## src/tss_regs.vh

```
// Constants shared by the touch screen sequencer files.
// Assumes inclusion by bare name from files under src/.
`ifndef TSS_REGS_VH
`define TSS_REGS_VH

// Core clock period and documented timings, in ns
`define TSS_CLK_NS 8
`define TSS_STEP_NS 40000
`define TSS_CONV_MAX_NS 10000

// Derived cycle counts: one delay step, longest conversion
`define TSS_STEP_CYC (`TSS_STEP_NS / `TSS_CLK_NS)
`define TSS_CONV_MAX_CYC (`TSS_CONV_MAX_NS / `TSS_CLK_NS)

// Slot action encodings
`define TSS_ACT_DUMMY 2'h0
`define TSS_ACT_X 2'h1
`define TSS_ACT_Y 2'h2
`define TSS_ACT_CONTACT 2'h3

// Converter channel map
`define TSS_CH_COIN 4'h8
`define TSS_CH_AUX_FIRST 4'h9
`define TSS_CH_AUX_LAST 4'hb
`define TSS_CH_PLATE_FIRST 4'hc

// Sense selections for the plate multiplexer
`define TSS_SENSE_Y_A 2'h0
`define TSS_SENSE_X_A 2'h1
`define TSS_SENSE_DIFF 2'h2
`define TSS_SENSE_NONE 2'h3

// Reset values
`define TSS_DLY_RST 4'h0
`define TSS_CODE_ZERO 10'h000

`endif

```

## src/tss_delay.v

```verilog
// Programmable delay of 0..15 steps of 40 us.
// Assumes start is a one-cycle pulse on core_clk; done pulses once.
`timescale 1ns/1ps
`include "tss_regs.vh"

module tss_delay #(
    parameter STEP_CYC = `TSS_STEP_CYC
) (
    input wire core_clk,
    input wire rst,
    input wire start,
    input wire [3:0] code,
    output reg done
);

////////////////////////////////////////////////////////////////////////////
reg [15:0] pre_cnt;
reg [3:0] steps;
reg running;
wire step_tick;

// Step tick from a prescaler, restarted with every delay
assign step_tick = running && (pre_cnt == 16'h0000);

always @(posedge core_clk or posedge rst) begin
    if (rst) begin
        pre_cnt <= 16'h0000;
        steps <= 4'h0;
        running <= 1'b0;
        done <= 1'b0;
    end else begin
        done <= 1'b0;
        if (start) begin
            // Code zero still costs one cycle, keeping done a clean pulse
            pre_cnt <= STEP_CYC[15:0] - 16'h0001;
            steps <= code;
            running <= (code != 4'h0);
            done <= (code == 4'h0);
        end else if (running) begin
            if (step_tick) begin
                pre_cnt <= STEP_CYC[15:0] - 16'h0001;
                steps <= steps - 4'h1;
                if (steps == 4'h1) begin
                    running <= 1'b0;
                    done <= 1'b1;
                end
            end else begin
                pre_cnt <= pre_cnt - 16'h0001;
            end
        end
    end
end

endmodule

```

## src/tss_plate.v

```verilog
// Plate switch drivers for the four-wire panel.
// Assumes the analog switches follow these levels directly.
`timescale 1ns/1ps
`include "tss_regs.vh"

module tss_plate (
    input wire core_clk,
    input wire rst,
    input wire load,
    input wire release_all,
    input wire [1:0] action,
    output reg x_a_to_ref,
    output reg x_b_to_gnd,
    output reg y_a_to_ref,
    output reg y_b_to_gnd,
    output reg y_a_current,
    output reg [1:0] sense_sel
);

////////////////////////////////////////////////////////////////////////////
// Switch setting per action; a dummy leaves plates idle so the
// reference capacitor can discharge before polarity changes.
always @(posedge core_clk or posedge rst) begin
    if (rst) begin
        x_a_to_ref <= 1'b0;
        x_b_to_gnd <= 1'b0;
        y_a_to_ref <= 1'b0;
        y_b_to_gnd <= 1'b0;
        y_a_current <= 1'b0;
        sense_sel <= `TSS_SENSE_NONE;
    end else if (release_all) begin
        x_a_to_ref <= 1'b0;
        x_b_to_gnd <= 1'b0;
        y_a_to_ref <= 1'b0;
        y_b_to_gnd <= 1'b0;
        y_a_current <= 1'b0;
        sense_sel <= `TSS_SENSE_NONE;
    end else if (load) begin
        x_a_to_ref <= (action == `TSS_ACT_X);
        x_b_to_gnd <= (action == `TSS_ACT_X) ||
                      (action == `TSS_ACT_CONTACT);
        y_a_to_ref <= (action == `TSS_ACT_Y);
        y_b_to_gnd <= (action == `TSS_ACT_Y);
        y_a_current <= (action == `TSS_ACT_CONTACT);
        case (action)
            `TSS_ACT_X: sense_sel <= `TSS_SENSE_Y_A;
            `TSS_ACT_Y: sense_sel <= `TSS_SENSE_X_A;
            `TSS_ACT_CONTACT: sense_sel <= `TSS_SENSE_DIFF;
            default: sense_sel <= `TSS_SENSE_NONE;
        endcase
    end
end

endmodule

```

## src/tss_touch_seq.v

```verilog
// Touch screen conversion sequencer with pen detect and result store.
// Assumes a converter core on core_clk: start pulse in, done pulse and
// 10-bit code out; control bits arrive as plain ports on core_clk.
`timescale 1ns/1ps
`include "tss_regs.vh"

module tss_touch_seq #(
    parameter STEP_CYC = `TSS_STEP_CYC,
    parameter SLOTS = 8
) (
    input wire core_clk,
    input wire rst,
    input wire touch_enable,
    input wire pen_detect_bias_enable,
    input wire [15:0] touch_slot_action,
    input wire [2:0] touch_last_slot,
    input wire [3:0] touch_first_delay,
    input wire [3:0] touch_between_delay,
    input wire [3:0] touch_after_delay,
    input wire touch_sequence_start,
    input wire pen_detect_mask,
    input wire pen_detect_clear,
    input wire touch_done_mask,
    input wire touch_done_clear,
    input wire pen_touch_pin,
    input wire norm_conv_req,
    input wire [3:0] norm_conv_channel,
    input wire [2:0] norm_conv_slot,
    input wire adc_done,
    input wire [9:0] adc_code,
    input wire [1:0] result_pair_sel,
    output reg adc_start,
    output reg [3:0] adc_channel,
    output reg adc_touch_mode,
    output reg coin_cell_scale_on,
    output reg aux_input_on,
    output reg plate_input_on,
    output reg touch_bias_reference_on,
    output reg pen_bias_on,
    output wire x_a_to_ref,
    output wire x_b_to_gnd,
    output wire y_a_to_ref,
    output wire y_b_to_gnd,
    output wire y_a_current,
    output wire [1:0] sense_sel,
    output reg pen_detect_flag,
    output reg touch_done_irq,
    output reg irq_out,
    output reg touch_busy,
    output reg conv_overtime,
    output reg [19:0] result_pair
);

////////////////////////////////////////////////////////////////////////////
// One-hot sequencer states
localparam [5:0] ST_IDLE = 6'h01;
localparam [5:0] ST_FIRST = 6'h02;
localparam [5:0] ST_CONV = 6'h04;
localparam [5:0] ST_BETWEEN = 6'h08;
localparam [5:0] ST_AFTER = 6'h10;
localparam [5:0] ST_NORM = 6'h20;

localparam integer CONV_MAX_INT = `TSS_CONV_MAX_CYC;
localparam [10:0] CONV_MAX = CONV_MAX_INT[10:0];

reg [5:0] state;
reg [2:0] slot;
reg [2:0] last_slot;
reg [2:0] norm_slot;
reg [10:0] conv_cnt;
reg [9:0] result [0:SLOTS-1];
reg dly_start;
reg [3:0] dly_code;
reg plate_load;
reg pen_s1;
reg pen_s2;
reg pen_s3;
wire dly_done;
wire pen_rise;
wire conv_end;
wire [1:0] cur_action;
wire [9:0] store_code;
integer i;

// Action field of a given slot
function [1:0] slot_action;
    input [15:0] actions;
    input [2:0] idx;
    begin
        slot_action = actions[{idx, 1'b0} +: 2];
    end
endfunction

// Channel class: 1 coin cell, 2 aux pin, 3 plate as input, 0 other
function [1:0] chan_class;
    input [3:0] ch;
    begin
        if (ch == `TSS_CH_COIN)
            chan_class = 2'h1;
        else if (ch >= `TSS_CH_AUX_FIRST && ch <= `TSS_CH_AUX_LAST)
            chan_class = 2'h2;
        else if (ch >= `TSS_CH_PLATE_FIRST)
            chan_class = 2'h3;
        else
            chan_class = 2'h0;
    end
endfunction

assign cur_action = slot_action(touch_slot_action, slot);
// A conversion ends on the converter's done or on the 10 us limit
assign conv_end = adc_done || (conv_cnt == CONV_MAX);
assign store_code = (cur_action == `TSS_ACT_DUMMY || !adc_done) ?
                    `TSS_CODE_ZERO : adc_code;

////////////////////////////////////////////////////////////////////////////
// Shared delay timer; one delay is ever running at a time
tss_delay #(
    .STEP_CYC(STEP_CYC)
) u_delay (
    .core_clk(core_clk),
    .rst(rst),
    .start(dly_start),
    .code(dly_code),
    .done(dly_done)
);

// Plate switches, released while idle and during ordinary conversions
tss_plate u_plate (
    .core_clk(core_clk),
    .rst(rst),
    .load(plate_load),
    .release_all(state == ST_IDLE || state == ST_NORM),
    .action(cur_action),
    .x_a_to_ref(x_a_to_ref),
    .x_b_to_gnd(x_b_to_gnd),
    .y_a_to_ref(y_a_to_ref),
    .y_b_to_gnd(y_b_to_gnd),
    .y_a_current(y_a_current),
    .sense_sel(sense_sel)
);

////////////////////////////////////////////////////////////////////////////
// Pen comparator is asynchronous: two flops, then edge detect on s2
always @(posedge core_clk or posedge rst) begin
    if (rst) begin
        pen_s1 <= 1'b0;
        pen_s2 <= 1'b0;
        pen_s3 <= 1'b0;
    end else begin
        pen_s1 <= pen_touch_pin;
        pen_s2 <= pen_s1;
        pen_s3 <= pen_s2;
    end
end

// pen detect suspended while touch enabled
assign pen_rise = pen_s2 && !pen_s3 && pen_detect_bias_enable &&
                  !touch_enable;

////////////////////////////////////////////////////////////////////////////
// Main sequencer
always @(posedge core_clk or posedge rst) begin
    if (rst) begin
        state <= ST_IDLE;
        slot <= 3'h0;
        last_slot <= 3'h0;
        norm_slot <= 3'h0;
        conv_cnt <= 11'h000;
        dly_start <= 1'b0;
        dly_code <= `TSS_DLY_RST;
        plate_load <= 1'b0;
        adc_start <= 1'b0;
        adc_channel <= 4'h0;
        adc_touch_mode <= 1'b0;
        touch_busy <= 1'b0;
        conv_overtime <= 1'b0;
        touch_done_irq <= 1'b0;
        for (i = 0; i < SLOTS; i = i + 1)
            result[i] <= `TSS_CODE_ZERO;
    end else begin
        dly_start <= 1'b0;
        plate_load <= 1'b0;
        adc_start <= 1'b0;
        // Software clear; a done event below in the same cycle wins
        if (touch_done_clear)
            touch_done_irq <= 1'b0;
        case (state)
            ST_IDLE: begin
                // touch start wins over ordinary request
                if (touch_sequence_start && touch_enable) begin
                    slot <= 3'h0;
                    last_slot <= touch_last_slot;
                    dly_code <= touch_first_delay;
                    dly_start <= 1'b1;
                    touch_busy <= 1'b1;
                    conv_overtime <= 1'b0;
                    adc_touch_mode <= 1'b1;
                    state <= ST_FIRST;
                end else if (norm_conv_req) begin
                    adc_channel <= norm_conv_channel;
                    norm_slot <= norm_conv_slot;
                    adc_start <= 1'b1;
                    conv_cnt <= 11'h000;
                    conv_overtime <= 1'b0;
                    state <= ST_NORM;
                end
            end
            ST_FIRST, ST_BETWEEN: begin
                if (dly_done) begin
                    plate_load <= 1'b1;
                    adc_start <= 1'b1;
                    conv_cnt <= 11'h000;
                    state <= ST_CONV;
                end
            end
            ST_CONV: begin
                conv_cnt <= conv_cnt + 11'h001;
                if (conv_end) begin
                    if (!adc_done)
                        conv_overtime <= 1'b1;
                    result[slot] <= store_code;
                    dly_start <= 1'b1;
                    if (slot == last_slot) begin
                        dly_code <= touch_after_delay;
                        state <= ST_AFTER;
                    end else begin
                        dly_code <= touch_between_delay;
                        slot <= slot + 3'h1;
                        state <= ST_BETWEEN;
                    end
                end
            end
            ST_AFTER: begin
                if (dly_done) begin
                    touch_done_irq <= 1'b1;
                    touch_busy <= 1'b0;
                    adc_touch_mode <= 1'b0;
                    state <= ST_IDLE;
                end
            end
            ST_NORM: begin
                conv_cnt <= conv_cnt + 11'h001;
                if (adc_done || conv_cnt == CONV_MAX) begin
                    if (!adc_done)
                        conv_overtime <= 1'b1;
                    // plate channels only while touch off
                    if (adc_done && !(chan_class(adc_channel) == 2'h3 &&
                                      touch_enable))
                        result[norm_slot] <= adc_code;
                    else
                        result[norm_slot] <= `TSS_CODE_ZERO;
                    state <= ST_IDLE;
                end
            end
            default: begin
                state <= ST_IDLE;
            end
        endcase
    end
end

////////////////////////////////////////////////////////////////////////////
// Input path selection for ordinary conversions
always @(posedge core_clk or posedge rst) begin
    if (rst) begin
        coin_cell_scale_on <= 1'b0;
        aux_input_on <= 1'b0;
        plate_input_on <= 1'b0;
    end else begin
        // coin cell scaler on channel 8
        coin_cell_scale_on <= (state == ST_NORM) &&
                              (chan_class(adc_channel) == 2'h1);
        // auxiliary pins on 9 to 11
        aux_input_on <= (state == ST_NORM) &&
                        (chan_class(adc_channel) == 2'h2);
        // plates as inputs on 12 to 15, only while touch is off
        plate_input_on <= (state == ST_NORM) && !touch_enable &&
                          (chan_class(adc_channel) == 2'h3);
    end
end

////////////////////////////////////////////////////////////////////////////
// Bias, pen flag and interrupt line
always @(posedge core_clk or posedge rst) begin
    if (rst) begin
        touch_bias_reference_on <= 1'b0;
        pen_bias_on <= 1'b0;
        pen_detect_flag <= 1'b0;
        irq_out <= 1'b0;
    end else begin
        touch_bias_reference_on <= touch_enable &&
                                   (state == ST_FIRST ||
                                    state == ST_CONV ||
                                    state == ST_BETWEEN ||
                                    state == ST_AFTER);
        // pen bias only with touch off
        pen_bias_on <= pen_detect_bias_enable && !touch_enable;
        if (pen_rise)
            pen_detect_flag <= 1'b1;
        else if (pen_detect_clear)
            pen_detect_flag <= 1'b0;
        irq_out <= (pen_detect_flag && !pen_detect_mask) ||
                   (touch_done_irq && !touch_done_mask);
    end
end

////////////////////////////////////////////////////////////////////////////
// four result registers, two slots each
always @(posedge core_clk or posedge rst) begin
    if (rst)
        result_pair <= 20'h00000;
    else
        result_pair <= {result[{result_pair_sel, 1'b1}],
                        result[{result_pair_sel, 1'b0}]};
end

endmodule

```

## config.mk

```make
export PLATFORM = sky130hd
export DESIGN_NAME = tss_touch_seq
export DESIGN_NICKNAME = d
export VERILOG_FILES = /design/src/tss_delay.v /design/src/tss_plate.v /design/src/tss_touch_seq.v
export VERILOG_INCLUDE_DIRS = /design/src /design/src/src
export SDC_FILE = /design/constraint.sdc
export NUM_CORES = 1
export LEC_CHECK = 0
export ABC_AREA = 0
export BUFFER_PORTS_ARGS = -buffer_cell sky130_fd_sc_hd__buf_4
export CAP_MARGIN = 20
export CELL_PAD_IN_SITES_DETAIL_PLACEMENT = 1
export CELL_PAD_IN_SITES_GLOBAL_PLACEMENT = 2
export CORE_AREA = 3 3 239 171
export DETAILED_ROUTE_END_ITERATION = 8
export DIE_AREA = 0 0 242 174
export GPL_TIMING_DRIVEN = 0
export PLACE_DENSITY = 0.55
export SLEW_MARGIN = 25
export SYNTH_ARGS = -nofsm -noshare
export SYNTH_HDL_FRONTEND = slang
export SYNTH_HIERARCHICAL = 1
export SYNTH_SLANG_ARGS = --single-unit
export TNS_END_PERCENT = 100
```

## constraint.sdc

```tcl
create_clock -name core_clk -period 6.6 [get_ports core_clk]
set_clock_uncertainty 0.2 [all_clocks]
set_input_delay 0.99 -clock core_clk [delete_from_list [all_inputs] [get_ports core_clk]]
set_output_delay 0.99 -clock core_clk [all_outputs]
set_load 0.01 [all_outputs]
```

# Yosys cells after proc, flatten, opt, wreduce, memory -nomap -nowiden
# Index checks and enable logic that the tools add are counted.
[classes]
mux = 88
n_bitwise = 7
reduce_logical = 57
n_eq_ne = 28
addsub = 4
magnitude_cmp = 9
shifts = 1
[ops]
columns = ["operator", "count"]
rows = [
  ["80-bit two-way mux", 3],
  ["80-bit bitwise mux", 2],
  ["80-bit case mux with 2 select lines", 1],
  ["80-bit bitwise AND", 1],
  ["80-bit inverter", 1],
  ["10-bit two-way mux", 7],
  ["10-bit binary-select mux with 3-bit select", 2],
  ["10-bit demux with 3-bit select", 2],
  ["16-bit two-way mux", 3],
  ["6-bit two-way mux", 6],
  ["1-bit two-way mux", 33],
  ["11-bit two-way mux", 3],
  ["11-bit case mux with 3 select lines", 1],
  ["6-bit case mux with 5 select lines", 1],
  ["4-bit >= comparator, second input constant", 6],
  ["4-bit two-way mux", 6],
  ["1-bit logical AND", 18],
  ["16-bit logical NOT", 1],
  ["3-bit inverter with 4-bit output", 4],
  ["2-bit nonzero test", 8],
  ["16-bit by 5-bit indexed part select with 2-bit output", 1],
  ["16-bit by 1-bit subtractor with 16-bit output, second input constant", 1],
  ["2-bit two-way mux", 7],
  ["2-bit inequality test, second input constant", 6],
  ["other kinds (37)", 70],
]
[word_totals]
elab_cells = 235
reg_bits = 178
output_inout_bits = 43

# Longest topological paths before layout
# Gate-level depths: netlist of run 1.
[logic_depth]
word_depth = 13
depth_mapped = 9

# Modules after synthesis
# The synthesis of run 1 kept the hierarchy.
[by_module_without_submodules]
columns = ["mod", "cells_each", "instances", "area_per_inst_um2", "seq_area_each_um2"]
rows = [
  ["tss_touch_seq", 899, 1, 8115.3, 3754.9],
  ["tss_delay", 127, 1, 1211.2, 550.5],
  ["tss_plate", 27, 1, 305.3, 152.6],
]

# Worst setup path before layout of run 1
# OpenSTA, ideal clock, no wires.
[synth_path]
kind = "input to register"
from = "input touch_slot_action[7]"
to = "register result[10] in the netlist's numbering"
n_path_buf = 2
cell_stages = 7
setup_slack_ns = 3.776
arrival_ns = 2.498
required_ns = 6.274
setup_time_ns = 0.126
cell_sequence = "mux4_2 > mux2_2 > nand4bb_1 > clkbuf_1 > buf_1 > a31oi_1 > a21oi_1"
[synth_between]
elab_chain_len = 7
[synth_lines]
columns = ["item", "line_no", "source"]
rows = [
  ["from (decl)", "tss_touch_seq.v:15", "input wire [15:0] touch_slot_action,"],
  ["16-bit by 5-bit indexed part select with 2-bit output", "tss_touch_seq.v:90", "slot_action = actions[{idx, 1'b0} +: 2];"],
  ["via cur_action[1]", "tss_touch_seq.v:81", "wire [1:0] cur_action;"],
  ["2-bit logical NOT (no line)", "--", ""],
  ["1-bit logical OR", "tss_touch_seq.v:112", "assign store_code = (cur_action == `TSS_ACT_DUMMY || !adc_done) ?"],
  ["10-bit two-way mux", "tss_touch_seq.v:112", ""],
  ["80-bit bitwise mux", "tss_touch_seq.v:221", "result[slot] <= store_code;"],
  ["80-bit two-way mux", "tss_touch_seq.v:218", "if (conv_end) begin"],
  ["80-bit case mux with 2 select lines", "tss_touch_seq.v:187", "case (state)"],
  ["to (signal, indexed assignment)", "tss_touch_seq.v:179", "result[i] <= `TSS_CODE_ZERO;"],
  ["to (signal, indexed assignment)", "tss_touch_seq.v:221", ""],
  ["to (signal, indexed assignment)", "tss_touch_seq.v:249", "result[norm_slot] <= adc_code;"],
  ["to (decl)", "tss_touch_seq.v:71", "reg [9:0] result [0:SLOTS-1];"],
]
# The timed path passes the listed nets, and every way through them passes these cells. The select of a mux whose other input is x is not followed.
# A chain may end at the register's enable or synchronous reset.

# Worst setup path in the final report of run 1
[layout_path]
from = "register slot[2]"
to = "register result[52] in the netlist's numbering"
[layout_rtl]
columns = ["item", "line_no", "source"]
rows = [
  ["from (decl)", "tss_touch_seq.v:67", "reg [2:0] slot;"],
  ["from (signal assigned)", "tss_touch_seq.v:228", "slot <= slot + 3'h1;"],
  ["16-bit by 5-bit indexed part select with 2-bit output", "tss_touch_seq.v:90", ""],
  ["via cur_action[1]", "tss_touch_seq.v:81", ""],
  ["2-bit logical NOT (no line)", "--", ""],
  ["1-bit logical OR", "tss_touch_seq.v:112", ""],
  ["10-bit two-way mux", "tss_touch_seq.v:112", ""],
  ["80-bit bitwise mux", "tss_touch_seq.v:221", ""],
  ["80-bit two-way mux", "tss_touch_seq.v:218", ""],
  ["80-bit case mux with 2 select lines", "tss_touch_seq.v:187", ""],
]
# The timed path passes the listed nets, and every way through them passes these cells. The select of a mux whose other input is x is not followed.

==> reports/metrics.cfg, run 1 <==
[outcome]
status=finished, final reports clean

[global_routing]
grt_pass1_vias=9050
grt_pass1_wl_um=59200
grt_max_degree=62
track_usage_pct=18.4
antenna_found_initial=0
grt_overflow_total=0

[placement]
gp_congestion=0.769
dp_hpwl_um=26700
dpl_worst_slack_ns=2.97
numPortBuffers=102

[floorplanning]
rows=60
die_area_um2=42100
initial_core_util_pct=25.1
core_um2=38400
io_pins=105
die_y_um=174
die_x_um=242

[setup_path]
critPathLaunch=slot[2]
critPathCaptureType=register
cp.required_ns=6.77
cp-start-kind=register
worstPathMaxFanout=10
arrival_ns=3.64
worstSetupPathType=register to register
r2r-start=slot[2]

[clock_tree]
cts_tree=built
cts_max_path_buffers=2
htreeDepth=4
cts_inserted_buffers=17
cts.sinks=178
cts_hold_buf=0
postCtsResizedCells=0
ctsRootBufferMaster=clkbuf_16
clkLatencyLatePin_ns=0.45
cts.clk_slew.worst_paths_ns=0.07
cts_setup_buffers=0

[sta]
rsz0062_at_grt=false
final.period_utilization_pct=52.6
slew_violations=0
tightest_slew_ns=1.09
finalCriticalPeriod_ns=3.47
fmax_mhz=288
setup_viol=0
holdWs_ns=0.153
final_hold_viol_count=0
setup_ws_ns=3.13
relSlewSlack_pct=27.3

[detailed_routing]
drt_iter0_drc=567
first_pass_iters=5
ant_nets=0
remaining_drc_errors=0
vias=8921
avgRoutedWirePerCell_um=22.4
drt_wl_total_um=38400
vias_per_cell=5.20

[hold_path]
hold_class=register to register
min_from=pen_s1

[synth]
synth_edf_count=0
synthFlopType=dfrtp_1
ys_types=71
avgSynthCellArea_um2=9.15
ys_seq_area_share_pct=46.3
ys_seq_elements=178
synth_fp_nets=1124
netlist.area_leader.share_pct=45.5
synth_cells=1053
syn_area_um2=9630
async_flop_share_pct=100
yosysTopAreaCell=dfrtp_1
yosys_warnings=6
yosys-top-cells-area=dfrtp_1 45%, a21oi_1 9.1%, a31oi_1 5.5%, mux4_2 5.4%, nand2_1 4.7%

[pwr]
p_per_area_nw_per_um2=401
power_leakage_nw=4.82
power.total_mw=4.69
vdd_drop_max_mv=0.192

[cells_and_area]
final_nets=1248
area_growth_pct=21.5
drive_above_1_share_pct=18.7
diodes=0
fillers=4522

[flow_run]
drv_cap=0

## layout make-up
class,count,area [µm²],area share (%)
Clock buffer,22,444,3.80
Sequential cell,178,4460,38.1
Inverter,21,86.3,0.738
Timing Repair Buffer,105,832,7.11
Buffer,82,384,3.28
Tap cell,527,659,5.64
Clock inverter,10,111,0.952
Multi-Input combinational cell,772,4730,40.4
## state kept, by name, summed over array words and instances, names as in the netlist, 2 cells and up
register	count
norm_slot	3
result_pair	20
u_delay/pre_cnt	16
u_plate/sense_sel	2
conv_cnt	11
last_slot	3
adc_channel	4
dly_code	4
slot	3
u_delay/steps	4
result	80
state	6
## routing by layer
layer	global-route usage, %	vias to the layer above	part of all wire (%)
met5	0	-	0
met4	4.65	0	1.4
met3	4.18	38	4.9
met2	25.3	219	41
met1	28.5	4586	53
li1	-	4078	-
## synth_stat cells (5+ instances only)
master	number
nand4_1	8
nand2_1	121
clkbuf_1	46
ha_1	9
mux2i_1	5
mux2_2	13
a211o_1	8
a31oi_1	84
buf_1	12
and2_1	13
a211oi_1	7
o21ai_0	27
nor2b_1	5
o31ai_1	7
dfrtp_1	175
or3_1	5
inv_1	20
nor2_1	117
mux4_2	23
a311o_1	8
nor4_1	8
a21o_1	6
a21oi_1	175
nor3_1	12
buf_2	15
nand3_1	25
xor2_1	11
nand2b_1	9
## critical path, cell delays in order (launching register included)
cell and delay, ns:
dfrtp_1 0.32, clkbuf_1 0.48, inv_1 0.37, mux2_2 0.36, nand4bb_1 0.13, clkbuf_1 0.41, clkbuf_1 0.69, a31oi_1 0.20
a21oi_1 0.21
## where the power goes
part / leakage (nW) / internal [mW] / total [mW] / switching, mW
combinational: 2.41 / 0.730 / 1.77 / 1.04
clock: 0.264 / 0.556 / 1.03 / 0.474
sequential: 2.15 / 1.52 / 1.90 / 0.376
## placed cells by master (no fill, tap or decap), types with 10 or more instances in the layout
cell type,n
inv_1,18
buf_1,12
mux4_2,23
nand3_1,25
buf_2,15
o21ai_0,26
mux2_2,13
a21oi_1,175
dfrtp_1,175
clkbuf_1,49
nor3_1,10
buf_4,106
clkbuf_16,17
nor2_1,116
a31oi_1,84
and2_1,13
nand2_1,121
xor2_1,11
## stage by stage
step / utilization, % / cell area, µm² / cells / setup TNS (ns)
3_3_place_gp: 28.8 / 11100 / 1682 / -209.83
3_5_place_dp: 29.0 / 11100 / 1685 / 0
4_1_cts: 30.4 / 11700 / 1717 / 0
2_1_floorplan: - / 9630 / 1053 / 0
5_1_grt: 30.4 / 11700 / 1717 / 0
6_report: 30.4 / 11700 / 1717 / 0
## path summary, 6_finish.rpt
check | depth (start not counted) | slack, ns | endpoint
setup / recovery | 8 | 3.13 | result[52]
hold / removal | 0 | 0.15 | pen_s2
setup reg to reg | 8 | 3.13 | result[52]
hold reg to reg | 0 | 0.15 | pen_s2
max in group asynchronous | 4 | 4.92 | result[9]
min in group asynchronous | 2 | 0.29 | u_plate/x_b_to_gnd
## cells by family (layout without fill, tap and decap cells)
kind of cell,after synthesis,in the layout,share of synthesized area [%]
flops,178,178,46.3
buf+inv,103,240,4.78
fa+ha+maj,9,9,1.17
mux,41,41,7.42
simple gates,357,357,17.4
compound gates,351,351,21.6
xor+xnor,14,14,1.27
No activity file was read; power rests on OpenSTA's default activity.
==> inputs of run 2 (changes only) <==
clock period = 3.5 ns   (was 6.6 ns; I/O delays follow)
==> reports/metrics.cfg, run 2 (synthesis results as in run 1) <==
[outcome]
status=finished, final reports clean

[sta]
finalCriticalPeriod_ns=3.34  ; -0.138 ns
rsz0062_at_grt=false
tns_ns=0  ; unchanged
fmax_mhz=300  ; +4.1%
tightest_slew_ns=1.17  ; +0.0839 ns
final.period_utilization_pct=95.3  ; +43 points
slew_violations=0  ; unchanged
final_hold_viol_count=0  ; unchanged
relSlewSlack_pct=21.7  ; -5.6 points
setup_viol=0  ; unchanged

[detailed_routing]
wl_met2_um=16100  ; +3.1%
avgRoutedWirePerCell_um=22.7  ; +1.4%
first_pass_iters=5  ; unchanged
met1Wirelength_um=20500  ; +0.71%
vias_per_cell=5.12  ; -1.5%
drt_wl_total_um=39100  ; +1.8%
topRoutingLayerUsed=met4
routed-wl-met3_um=2050  ; +8.6%
remaining_drc_errors=0  ; unchanged
vias=8826  ; -1.1%
ant_nets=0  ; unchanged
drt_iter0_drc=643  ; +13%

[placement]
gp_congestion=0.751  ; -2.3%
numPortBuffers=102  ; unchanged
dp_cells=1689  ; +0.24%
dp_hpwl_um=27500  ; +3.1%
post_dp_cell_area_um2=11200  ; +0.54%

[pwr]
power_frac_comb_pct=37.3  ; -0.3 points
clockPowerShare_pct=22.5  ; +0.6 points
swShare_pct=40.5  ; +0.30 points
p_int_mw=5.34  ; +90%
vdd_drop_max_mv=0.348  ; +81%
seqPwrFrac_pct=40.1  ; -0.3 points
power_leakage_nw=4.90  ; +1.6%
p_per_area_nw_per_um2=757  ; +89%
power.total_mw=8.97  ; +91%
power_switching_mw=3.63  ; +92%

[cells_and_area]
design_area_um2=11800  ; +1.2%
final_cells=1724  ; +0.41%
drive_above_1_share_pct=20.0  ; +1.2 points
fin_util_pct=30.8  ; +0.37 points
layout_common_cells=175 x a21oi_1, 175 x dfrtp_1, 121 x nand2_1, 116 x nor2_1, 106 x buf_4
diodes=0  ; unchanged
top_regs=result: 80 flops, result_pair: 20 flops, u_delay/pre_cnt: 16 flops
area_growth_pct=23.0
largest_reg_flops=80  ; unchanged
top_register=result
final_nets=1255  ; +0.56%

[floorplanning]
die_area_um2=42100  ; unchanged
core_um2=38400  ; unchanged
initial_core_util_pct=25.1  ; unchanged
rows=60  ; unchanged
die_y_um=174  ; unchanged
io_pins=105  ; unchanged
die_x_um=242  ; unchanged

[setup_path]
cp.required_ns=3.60  ; -3.17 ns
worst-path-buf-inv=3  ; -1
cp_slowest_cell=clkbuf_1
arrival_ns=3.44  ; -0.20 ns
crit_top_cell=clkbuf_1
worstSetupPathType=register to register
cpPeakStageDelay_ns=0.56  ; -0.13 ns
cp-start-kind=register
crit_chain=inv_1 > ha_1 > nor4bb_1 > a41oi_1 > clkbuf_1 > a211oi_1 > clkbuf_1 > a21oi_1
crit_family=buffers and inverters
worstPathMaxFanout=10  ; unchanged
critPathCaptureType=register

[clock_tree]
htreeDepth=4  ; unchanged
ctsRootBufferMaster=clkbuf_16
cts.clk_slew.worst_paths_ns=0.07  ; about the same
cts_inserted_buffers=17  ; unchanged
cts_max_path_buffers=2  ; unchanged
cts_setup_buffers=0  ; unchanged
cts_tree=built
cts.sinks=178  ; unchanged
clkLatencyLatePin_ns=0.46  ; about the same

[global_routing]
grt_pass1_wl_um=59400  ; +0.35%
grt_overflow_total=0  ; unchanged
grt_pass1_vias=8923  ; -1.4%
antenna_found_initial=0  ; unchanged
grt_max_degree=28  ; -55%
track_usage_pct=18.6  ; +0.20 points

[flow_run]
drv_cap=0  ; unchanged

[hold_path]
hold_class=input port to register

==> run 2: cell types whose count changed in the layout (fill, tap and decap cells not counted), sizes merged <==
| cell | delta |
|---|---|
| clkbuf | -5 |
| buf | +4 |
| dlygate4sd3 | +4 |
| inv | +5 |
| clkinv | -3 |
| clkinvlp | +2 |
==> run 2: routing by layer <==
layer / vias to the layer above / global-route usage [%]
met5: - / 0
met3: 27 / 3.95
met4: 0 / 4.03
li1: 4094 / -
met2: 205 / 26.6
met1: 4500 / 28.5
==> run 2: final timing paths <==
path	slack, ns	cells after the start	endpoint	startpoint
worst max-delay path	0.16	8	result[44]	conv_cnt[0]
worst min-delay path	0.05	2	irq_out	pen_detect_mask
worst max register to register	0.16	8	result[44]	conv_cnt[0]
worst min register to register	0.15	0	pen_s2	pen_s1
max in group asynchronous	1.79	6	result_pair[16]	rst
min in group asynchronous	0.37	3	u_plate/x_b_to_gnd	rst
==> run 2: cell type report <==
cell class / count / area, µm²
inverter: 21 / 82.6
fill: 4502 / 26600
buffer: 81 / 388
tap: 527 / 659
clock inverter: 14 / 153
sequential: 178 / 4460
timing repair buffer: 113 / 937
clock buffer: 18 / 439
multi-input combinational: 772 / 4730
==> run 2: power groups by stage <==
| stage | registers (mW) | clock network, mW | logic [mW] |
|---|---|---|---|
| finish | 3.60 | 2.02 | 3.35 |
| detailed placement | 3.61 | 0 | 3.35 |
| global placement | 3.60 | 0 | 3.27 |
| floorplan | 3.43 | 0 | 2.15 |
| global route | 3.71 | 2.19 | 3.73 |
| CTS | 3.58 | 2.10 | 3.36 |
==> run 2: what timing repair did <==
item / CTS / global route
resized for setup: 0 / 14
setup endpoints to repair: 0 / 67
endpoints found under the hold margin: 20 / 0
hold buffers: 4 / 0
==> run 2: stage by stage <==
stage	hold WS [ns]	worst slack, ns
floorplan	0.115	0.887
global placement	0.138	-0.597
detailed placement	0.137	0.0261
CTS	0.0114	0.0115
global route	0.0209	0.000578
finish	0.0457	0.164
==> run 2: worst register-to-register path, cell delays in order, from the launching register on <==
cell and delay, ns:
dfrtp_1 0.43, inv_1 0.08, ha_1 0.14, nor4bb_1 0.39, a41oi_1 0.41, clkbuf_1 0.42
a211oi_1 0.41, clkbuf_1 0.56, a21oi_1 0.15
